==> src/usb_lowspeed_pkg.sv <==
// shared constants and types of the low-speed usb event and transmit control block
package usb_lowspeed_pkg;

	// ==================================================
	// register offsets on the cpu port
	localparam int          REG_ADDR_W       = 3;
	localparam logic [2:0]  OFF_EVENT_FLAGS  = 3'h0;
	localparam logic [2:0]  OFF_EVENT_MASK   = 3'h1;
	localparam logic [2:0]  OFF_LINK_CONTROL = 3'h2;
	localparam logic [2:0]  OFF_BUS_ID       = 3'h3;
	localparam logic [2:0]  OFF_ENDP_TX0     = 3'h4;
	localparam logic [2:0]  OFF_TOKEN_INFO   = 3'h7;
	localparam int          ENDP_COUNT       = 3;

	// ==================================================
	// event flag bit positions
	localparam int FLAG_SLEEP_REQ = 7;
	localparam int FLAG_DMA_LATE  = 6;
	localparam int FLAG_GOOD_XFER = 5;
	localparam int FLAG_ERROR     = 4;
	localparam int FLAG_IRQ_OVR   = 3;
	localparam int FLAG_WAKE      = 2;
	localparam int FLAG_BUS_RESET = 1;
	localparam int FLAG_FRAME     = 0;

	// ==================================================
	// link control bits and reset values
	localparam int CTL_RESUME       = 3;
	localparam int CTL_REGULATOR    = 2;
	localparam int CTL_FORCED_SLEEP = 1;
	localparam int CTL_FORCED_RESET = 0;
	localparam logic [7:0] EVENT_FLAGS_RST  = 8'h00;
	localparam logic [7:0] EVENT_MASK_RST   = 8'h00;
	localparam logic [3:0] LINK_CONTROL_RST = 4'h6;
	localparam logic [6:0] BUS_ID_RST       = 7'h00;
	localparam logic [7:0] ENDP_TX_RST      = 8'h00;

	// ==================================================
	// endpoint transmit register layout and codes
	localparam int ETX_STATUS_ONLY = 7;
	localparam int ETX_TOGGLE      = 6;
	localparam int ETX_STATE_HI    = 5;
	localparam int ETX_STATE_LO    = 4;
	localparam logic [1:0] TX_DISABLED = 2'h0;
	localparam logic [1:0] TX_STALL    = 2'h1;
	localparam logic [1:0] TX_NAK      = 2'h2;
	localparam logic [1:0] TX_VALID    = 2'h3;
	localparam logic [1:0] TOKEN_OUT   = 2'h0;
	localparam logic [1:0] TOKEN_IN    = 2'h2;
	localparam logic [1:0] TOKEN_SETUP = 2'h3;

	// ==================================================
	// timing
	localparam longint CLK_HZ          = 50000000;
	localparam longint SLEEP_IDLE_MS   = 3;
	localparam longint SLEEP_IDLE_CYC  = SLEEP_IDLE_MS * CLK_HZ / 1000;
	localparam int     IDLE_CNT_W      = 18;

	typedef enum logic [2:0] {
		HS_NONE,
		HS_STALL,
		HS_NAK,
		HS_DATA,
		HS_ACCEPT
	} handshake_t;

endpackage

==> src/usb_lowspeed_ctrl.sv <==
// event flags, link control, bus id and endpoint transmit control of the low-speed usb function
//
// Local design decisions: the address-and-strobe port and the placing of the registers.
`timescale 1ns/10ps
module usb_lowspeed_ctrl
	import usb_lowspeed_pkg::*;
#(
	parameter longint SLEEP_IDLE_CYCLES = SLEEP_IDLE_CYC
)
(
	input  wire logic              sys_clk,
	input  wire logic              sys_rst,
	input  wire logic [2:0]        reg_addr,
	input  wire logic [7:0]        reg_wdata,
	input  wire logic              reg_wr,
	input  wire logic              reg_rd,
	output logic      [7:0]        reg_rdata,
	input  wire logic              cpu_imask,
	input  wire logic              line_idle_pin,
	input  wire logic              bus_reset_seen,
	input  wire logic              keepalive_seen,
	input  wire logic              dma_late,
	input  wire logic              err_timeout,
	input  wire logic              err_crc,
	input  wire logic              err_stuff,
	input  wire logic              err_framing,
	input  wire logic              xfer_done,
	input  wire logic [1:0]        xfer_token,
	input  wire logic [1:0]        xfer_endp,
	input  wire logic [4:0]        xfer_faults,
	input  wire logic              xfer_toggle_ok,
	input  wire logic              xfer_refused,
	input  wire logic              setup_seen,
	input  wire logic [1:0]        setup_endp,
	input  wire logic              host_ack,
	input  wire logic [1:0]        ack_endp,
	input  wire logic              in_req,
	input  wire logic              out_req,
	input  wire logic [1:0]        req_endp,
	input  wire logic              out_nonzero,
	output handshake_t             hs_code,
	output logic                   hs_valid,
	output logic      [3:0]        tx_len,
	output logic                   tx_data_pid,
	output logic                   irq_req,
	output logic                   wake_irq,
	output logic                   resume_drive,
	output logic                   regulator_off,
	output logic                   link_asleep,
	output logic                   link_held_reset,
	output logic      [6:0]        bus_id
);

	// ==================================================
	// state
	logic [7:0]            event_flags;
	logic [7:0]            event_mask;
	logic [3:0]            link_control;
	logic [7:0]            endp_tx [ENDP_COUNT];
	logic [1:0]            token_type_bits;
	logic [1:0]            endpoint_number_bits;
	logic                  idle_s1;
	logic                  idle_s2;
	logic                  idle_s3;
	logic                  idle_lvl;
	logic [IDLE_CNT_W-1:0] idle_cnt;
	logic                  sleep_sent;
	logic                  check_on;
	logic                  resume_q;
	logic                  forced_reset_q;
	logic [7:0]            next_flags_set;
	logic                  usb_rst;
	logic                  good_ev;
	logic                  err_ev;
	logic                  frame_ev;
	logic                  wake_ev;
	logic                  sleep_ev;
	logic                  resume_end;
	logic                  forced_reset_end;
	logic                  wr_flags;
	logic                  wr_ctl;
	logic                  forced_sleep;
	logic [7:0]            req_reg;
	logic                  req_known;

	localparam logic [IDLE_CNT_W-1:0] IDLE_LIMIT = SLEEP_IDLE_CYCLES[IDLE_CNT_W-1:0];

	assign forced_sleep     = link_control[CTL_FORCED_SLEEP];
	assign wr_flags         = reg_wr && (reg_addr == OFF_EVENT_FLAGS);
	assign wr_ctl           = reg_wr && (reg_addr == OFF_LINK_CONTROL);
	assign usb_rst          = bus_reset_seen || link_control[CTL_FORCED_RESET];
	assign resume_end       = resume_q && !link_control[CTL_RESUME];
	assign forced_reset_end = forced_reset_q && !link_control[CTL_FORCED_RESET];

	// ==================================================
	// line activity synchroniser
	// the level only moves once the second and third stages agree
	always_ff @(posedge sys_clk or posedge sys_rst)
	begin
		if (sys_rst)
		begin
			idle_s1  <= 1'b1;
			idle_s2  <= 1'b1;
			idle_s3  <= 1'b1;
			idle_lvl <= 1'b1;
		end
		else
		begin
			idle_s1 <= line_idle_pin;
			idle_s2 <= idle_s1;
			idle_s3 <= idle_s2;
			if (idle_s2 == idle_s3)
				idle_lvl <= idle_s3;
		end
	end

	// ==================================================
	// event detection
	assign good_ev  = xfer_done && (xfer_faults == 5'h00) && xfer_toggle_ok && !xfer_refused;
	assign err_ev   = err_timeout || err_crc || err_stuff || err_framing;
	assign frame_ev = keepalive_seen || resume_end;
	assign wake_ev  = forced_sleep && !idle_lvl;
	assign sleep_ev = check_on && idle_lvl && !usb_rst && (idle_cnt == IDLE_LIMIT) && !sleep_sent;

	always_comb
	begin
		next_flags_set                 = 8'h00;
		next_flags_set[FLAG_SLEEP_REQ] = sleep_ev;
		next_flags_set[FLAG_DMA_LATE]  = dma_late;
		next_flags_set[FLAG_GOOD_XFER] = good_ev;
		next_flags_set[FLAG_ERROR]     = err_ev;
		next_flags_set[FLAG_IRQ_OVR]   = (err_ev && event_flags[FLAG_ERROR]) ||
			(frame_ev && event_flags[FLAG_FRAME]);
		next_flags_set[FLAG_WAKE]      = wake_ev;
		next_flags_set[FLAG_BUS_RESET] = bus_reset_seen || forced_reset_end;
		next_flags_set[FLAG_FRAME]     = frame_ev;
	end

	// a write only ever ands the flags down; a hardware set in the same cycle still lands
	always_ff @(posedge sys_clk or posedge sys_rst)
	begin
		if (sys_rst)
			event_flags <= EVENT_FLAGS_RST;
		else if (wr_flags)
			event_flags <= (event_flags & reg_wdata) | next_flags_set;
		else
			event_flags <= event_flags | next_flags_set;
	end

	// token and endpoint freeze while a good transfer is still unacknowledged
	always_ff @(posedge sys_clk or posedge sys_rst)
	begin
		if (sys_rst)
		begin
			token_type_bits      <= 2'h0;
			endpoint_number_bits <= 2'h0;
		end
		else if (good_ev && !event_flags[FLAG_GOOD_XFER])
		begin
			token_type_bits      <= xfer_token;
			endpoint_number_bits <= xfer_endp;
		end
	end

	// ==================================================
	// idle watch for the sleep request
	always_ff @(posedge sys_clk or posedge sys_rst)
	begin
		if (sys_rst)
			check_on <= 1'b1;
		else if (usb_rst || resume_end)
			check_on <= 1'b1;
		else if (wr_ctl && reg_wdata[CTL_FORCED_SLEEP] && !forced_sleep)
			check_on <= 1'b0;
	end

	always_ff @(posedge sys_clk or posedge sys_rst)
	begin
		if (sys_rst)
		begin
			idle_cnt   <= '0;
			sleep_sent <= 1'b0;
		end
		else if (!check_on || !idle_lvl || usb_rst)
		begin
			idle_cnt   <= '0;
			sleep_sent <= 1'b0;
		end
		else
		begin
			if (idle_cnt != IDLE_LIMIT)
				idle_cnt <= idle_cnt + 1'b1;
			if (sleep_ev)
				sleep_sent <= 1'b1;
		end
	end

	// ==================================================
	// link control
	always_ff @(posedge sys_clk or posedge sys_rst)
	begin
		if (sys_rst)
			link_control <= LINK_CONTROL_RST;
		else
		begin
			if (wr_ctl)
				link_control <= reg_wdata[3:0];
			if (wake_ev)
				link_control[CTL_FORCED_SLEEP] <= 1'b0;
		end
	end

	always_ff @(posedge sys_clk or posedge sys_rst)
	begin
		if (sys_rst)
		begin
			resume_q       <= 1'b0;
			forced_reset_q <= 1'b0;
		end
		else
		begin
			resume_q       <= link_control[CTL_RESUME];
			forced_reset_q <= link_control[CTL_FORCED_RESET];
		end
	end

	always_ff @(posedge sys_clk or posedge sys_rst)
	begin
		if (sys_rst)
		begin
			resume_drive    <= 1'b0;
			regulator_off   <= 1'b1;
			link_asleep     <= 1'b1;
			link_held_reset <= 1'b0;
		end
		else
		begin
			resume_drive    <= link_control[CTL_RESUME];
			regulator_off   <= link_control[CTL_REGULATOR];
			link_asleep     <= forced_sleep;
			link_held_reset <= usb_rst;
		end
	end

	// ==================================================
	// mask and interrupt request
	always_ff @(posedge sys_clk or posedge sys_rst)
	begin
		if (sys_rst)
			event_mask <= EVENT_MASK_RST;
		else if (reg_wr && (reg_addr == OFF_EVENT_MASK))
			event_mask <= reg_wdata;
	end

	// the wake line ignores the cpu mask so it can still end a halt
	always_ff @(posedge sys_clk or posedge sys_rst)
	begin
		if (sys_rst)
		begin
			irq_req  <= 1'b0;
			wake_irq <= 1'b0;
		end
		else
		begin
			irq_req  <= (|(event_flags & event_mask)) && !cpu_imask;
			wake_irq <= event_flags[FLAG_WAKE] && event_mask[FLAG_WAKE];
		end
	end

	// ==================================================
	// bus id
	always_ff @(posedge sys_clk or posedge sys_rst)
	begin
		if (sys_rst)
			bus_id <= BUS_ID_RST;
		else if (usb_rst)
			bus_id <= BUS_ID_RST;
		else if (reg_wr && (reg_addr == OFF_BUS_ID))
			bus_id <= reg_wdata[6:0];
	end

	// ==================================================
	// endpoint transmit registers; hardware updates land after a same-cycle write
	for (genvar i = 0; i < ENDP_COUNT; i++)
	begin : g_endp
		localparam logic [1:0] IDX = 2'(i);
		always_ff @(posedge sys_clk or posedge sys_rst)
		begin
			if (sys_rst)
				endp_tx[i] <= ENDP_TX_RST;
			else if (usb_rst)
				endp_tx[i] <= ENDP_TX_RST;
			else
			begin
				if (reg_wr && (reg_addr == OFF_ENDP_TX0 + IDX))
					endp_tx[i] <= reg_wdata;
				if (setup_seen && (setup_endp == IDX))
					endp_tx[i][ETX_TOGGLE] <= 1'b1;
				else if (host_ack && (ack_endp == IDX))
					endp_tx[i][ETX_TOGGLE] <= !endp_tx[i][ETX_TOGGLE];
				if (good_ev && (xfer_endp == IDX) &&
					((xfer_token == TOKEN_IN) || (xfer_token == TOKEN_SETUP)))
					endp_tx[i][ETX_STATE_HI:ETX_STATE_LO] <= TX_NAK;
			end
		end
	end

	// ==================================================
	// handshake answer to in and out requests
	assign req_known = (req_endp < ENDP_COUNT);
	assign req_reg   = req_known ? endp_tx[req_endp] : 8'h00;

	always_ff @(posedge sys_clk or posedge sys_rst)
	begin
		if (sys_rst)
		begin
			hs_valid    <= 1'b0;
			hs_code     <= HS_NONE;
			tx_len      <= 4'h0;
			tx_data_pid <= 1'b0;
		end
		else
		begin
			hs_valid <= (in_req || out_req) && !usb_rst;
			if (usb_rst || !req_known)
				hs_code <= HS_NONE;
			else if (in_req)
			begin
				case (req_reg[ETX_STATE_HI:ETX_STATE_LO])
					TX_STALL: hs_code <= HS_STALL;
					TX_NAK:   hs_code <= HS_NAK;
					TX_VALID:
					begin
						if (event_flags[FLAG_GOOD_XFER])
							hs_code <= HS_NAK;
						else
							hs_code <= HS_DATA;
					end
					default:  hs_code <= HS_NONE;
				endcase
				tx_len      <= req_reg[3:0];
				tx_data_pid <= req_reg[ETX_TOGGLE];
			end
			else if (out_req)
			begin
				if (req_reg[ETX_STATUS_ONLY] && out_nonzero)
					hs_code <= HS_STALL;
				else
					hs_code <= HS_ACCEPT;
			end
		end
	end

	// ==================================================
	// register read port, data one cycle after the strobe
	always_ff @(posedge sys_clk or posedge sys_rst)
	begin
		if (sys_rst)
			reg_rdata <= 8'h00;
		else if (reg_rd)
		begin
			case (reg_addr)
				OFF_EVENT_FLAGS:  reg_rdata <= event_flags;
				OFF_EVENT_MASK:   reg_rdata <= event_mask;
				OFF_LINK_CONTROL: reg_rdata <= {4'h0, link_control};
				OFF_BUS_ID:       reg_rdata <= {1'b0, bus_id};
				3'h4:             reg_rdata <= endp_tx[0];
				3'h5:             reg_rdata <= endp_tx[1];
				3'h6:             reg_rdata <= endp_tx[2];
				OFF_TOKEN_INFO:   reg_rdata <= {token_type_bits, endpoint_number_bits, 4'h0};
				default:          reg_rdata <= 8'h00;
			endcase
		end
		else
			reg_rdata <= 8'h00;
	end
endmodule // usb_lowspeed_ctrl

==> config.mk <==
export PLATFORM = sky130hd
export DESIGN_NAME = usb_lowspeed_ctrl
export DESIGN_NICKNAME = d
export VERILOG_FILES = /design/src/usb_lowspeed_pkg.sv /design/src/usb_lowspeed_ctrl.sv
export SDC_FILE = /design/constraint.sdc
export NUM_CORES = 1
export LEC_CHECK = 0
export BUFFER_PORTS_ARGS = -buffer_cell sky130_fd_sc_hd__buf_2
export CAP_MARGIN = 10
export CORE_AREA = 2 2 120 122
export CTS_CLUSTER_SIZE = 24
export DETAILED_ROUTE_END_ITERATION = 10
export DIE_AREA = 0 0 122 124
export GPL_TIMING_DRIVEN = 0
export PLACE_DENSITY = 0.63
export SKIP_CTS_REPAIR_TIMING = 1
export SLEW_MARGIN = 20
export SYNTH_ARGS = -nofsm -noshare
export SYNTH_HDL_FRONTEND = slang
export SYNTH_SLANG_ARGS = --single-unit
==> constraint.sdc <==
create_clock -name sys_clk -period 2.9 [get_ports sys_clk]
set_clock_uncertainty 0.05 [all_clocks]
set_input_delay 0.145 -clock sys_clk [delete_from_list [all_inputs] [get_ports sys_clk]]
set_output_delay 0.145 -clock sys_clk [all_outputs]
set_load 0.1 [all_outputs]
==> qor.csv <==
metric,value,unit
cts_tree,built,
antenna_left,0,
required,3.09,ns
vias_per_cell,5.34,
crit_type,primary input to flop,
ios,77,
dieArea,15100,um2
ctsLongestPathBuffers,2,
nFillCells,1293,
vias,4120,
synthCells,492,
die_h,124,um
cts_buffers,9,
place_ws,0.925,ns
setup_viol,0,
total_power,0.00363,W
clock-sinks,103,
tns,0,ns
synth_top_cell_area_share,45.9,%
core_area,13700,um2
endpoint_kind,flop,
yosysMostFrequentCell,dfrtp_1,
p_leak,2.79,nW
start_util,37.3,%
synth_seq_cells,103,
routabilityCongestion,0.885,
tightest_slew,0.664,ns
seq_area_frac_synth,50.5,%
synth_warnings,0,
synth_common_cells,"dfrtp_1 (94), nor2_1 (47), nand2_1 (39), a21oi_1 (34), o21ai_0 (34)",
grt_pass1_vias,3888,
antenna_cells,0,
timing.fmax,495,MHz
arrival,2.20,ns
hpwl,9650,um
start_kind,primary input,
row_count,43,
multi_input_area,2330,um2
fin_crit_sh,69.6,%
htreeDepth,3,
hold_class,primary input to flop,
area_delta_synth_final,20.6,%
power.density,587,nW/um2
critPathMaxFanout,8,
routed_wl,13100,um
post-route-min-period,2.02,ns
status,"complete, but fails checks",
hold_viol_final,2,
rsz0062_at_grt,false,
clock_latency,0.35,ns
ir_worst_vdd,0.277,mV
antenna_found_initial,0,
synthTopCellsByArea,"dfrtp_1 (46%), mux2i_1 (6.4%), dfstp_2 (4.6%)",
die_w,122,um
slew_viol_final,0,
synth-main-ff-cell,dfrtp_1,
violations,hold timing,
holdWs,-0.00700,ns
syn_area,5120,um2
avgSynthCellArea,10.4,um2
drive_gt1_share,23.6,%
cts_root_buf,clkbuf_16,
ys_types,62,
grt_overflow_total,0,
seqCellArea,2590,um2
slew_headroom,55.4,%
setup_ws,0.881,ns
finalNetCount,636,
yosysTopAreaCell,dfrtp_1,
synth-edff-count,0,
grt_pass1_wl,20500,um
wl_per_cell,16.9,um
drc,0,
grtUsageTotal,17.9,%
clk_pin_slew,0.07,ns
grt_max_degree,67,
drt_iter0_drc,315,
synth_nets,541,
first_pass_iters,5,
io_buffers,74,
max_cap_violations,0,
async_flop_share,100,%
==> routing by layer <==
| metal | global-route usage [%] | wire length (um) |
|---|---|---|
| met4 | 7.33 | 302 |
| met2 | 29.3 | 6220 |
| met5 | 0 | 0 |
| met3 | 3.21 | 640 |
| met1 | 23.4 | 5890 |
==> where the power goes <==
part	switching [W]	internal, W
Combinational	0.000492	0.000177
Clock	0.000511	0.000826
Sequential	0.0000712	0.00155
==> layout by cell type (no fill, tap or decap), types with 7 or more instances in the layout <==
| master | Yosys | routed |
|---|---|---|
| a21oi_1 | 34 | 34 |
| buf_2 | 9 | 83 |
| clkbuf_1 | 7 | 8 |
| clkbuf_16 | 0 | 9 |
| dfrtp_1 | 94 | 94 |
| dfstp_2 | 9 | 9 |
| dlygate4sd3_1 | 0 | 9 |
| inv_1 | 16 | 15 |
| mux2_1 | 12 | 12 |
| mux2_2 | 9 | 9 |
| mux2i_1 | 33 | 33 |
| nand2_1 | 39 | 39 |
| nand3_1 | 16 | 16 |
| nor2_1 | 47 | 47 |
| nor2b_1 | 14 | 14 |
| nor3_1 | 7 | 7 |
| o21ai_0 | 34 | 34 |
| xnor2_1 | 10 | 10 |
==> path summary, 6_finish.rpt <==
path | to | slack, ns | cells past startpoint | startpoint
setup / recovery | tx_len[3] | 0.88 | 8 | bus_reset_seen
hold / removal | hs_code[2] | -0.007 | 2 | out_req
setup reg to reg | tx_len[3] | 0.91 | 6 | link_control[0]
hold reg to reg | idle_s2 | 0.31 | 0 | idle_s1
max in group asynchronous | regulator_off | 1.83 | 4 | sys_rst
min in group asynchronous | idle_cnt[11] | 0.29 | 3 | sys_rst
==> critical path, stage by stage <==
cell and delay, ns:
dlygate4sd3_1 0.53, buf_2 0.13, nor2_2 0.39, inv_2 0.11
a21oi_1 0.22, and2_1 0.16, buf_2 0.17, mux2_1 0.33
==> cell type report <==
| cell class | count | area share, % |
|---|---|---|
| Sequential cell | 103 | 41.9 |
| Tap cell | 180 | 3.65 |
| Clock inverter | 3 | 1.05 |
| Buffer | 23 | 2.13 |
| Clock buffer | 13 | 4.38 |
| Timing Repair Buffer | 84 | 7.90 |
| Multi-Input combinational cell | 348 | 37.8 |
| Inverter | 18 | 1.18 |
==> through the flow <==
stage	instances	area, um2	util, %
finish	772	6180	45.0
global route	772	6180	45.0
CTS	763	6090	44.4
detailed placement	747	5750	41.9
global placement	746	5720	41.7
floorplan	492	5120	-
==> logic make-up (layout without fill, tap and decap cells) <==
group | Yosys count | after routing | synth area share (%)
AOI/OAI and AO/OA | 106 | 106 | 12.8
xor gates and xnor gates | 13 | 13 | 2.22
muxes | 55 | 55 | 11.4
and+or+nand+nor | 171 | 171 | 18.5
DFF | 103 | 103 | 50.5
adders and majority gates | 3 | 3 | 0.684
buffers and inverters | 41 | 141 | 3.88
==> flip-flops by register name, indices dropped and copies added (netlist names), 2 cells and up <==
signal,flops
bus_id,7
endp_tx,24
endpoint_number_bits,2
event_flags,8
event_mask,8
hs_code,3
idle_cnt,18
link_control,4
reg_rdata,8
token_type_bits,2
tx_len,4
(Power assumes the default switching activity.)
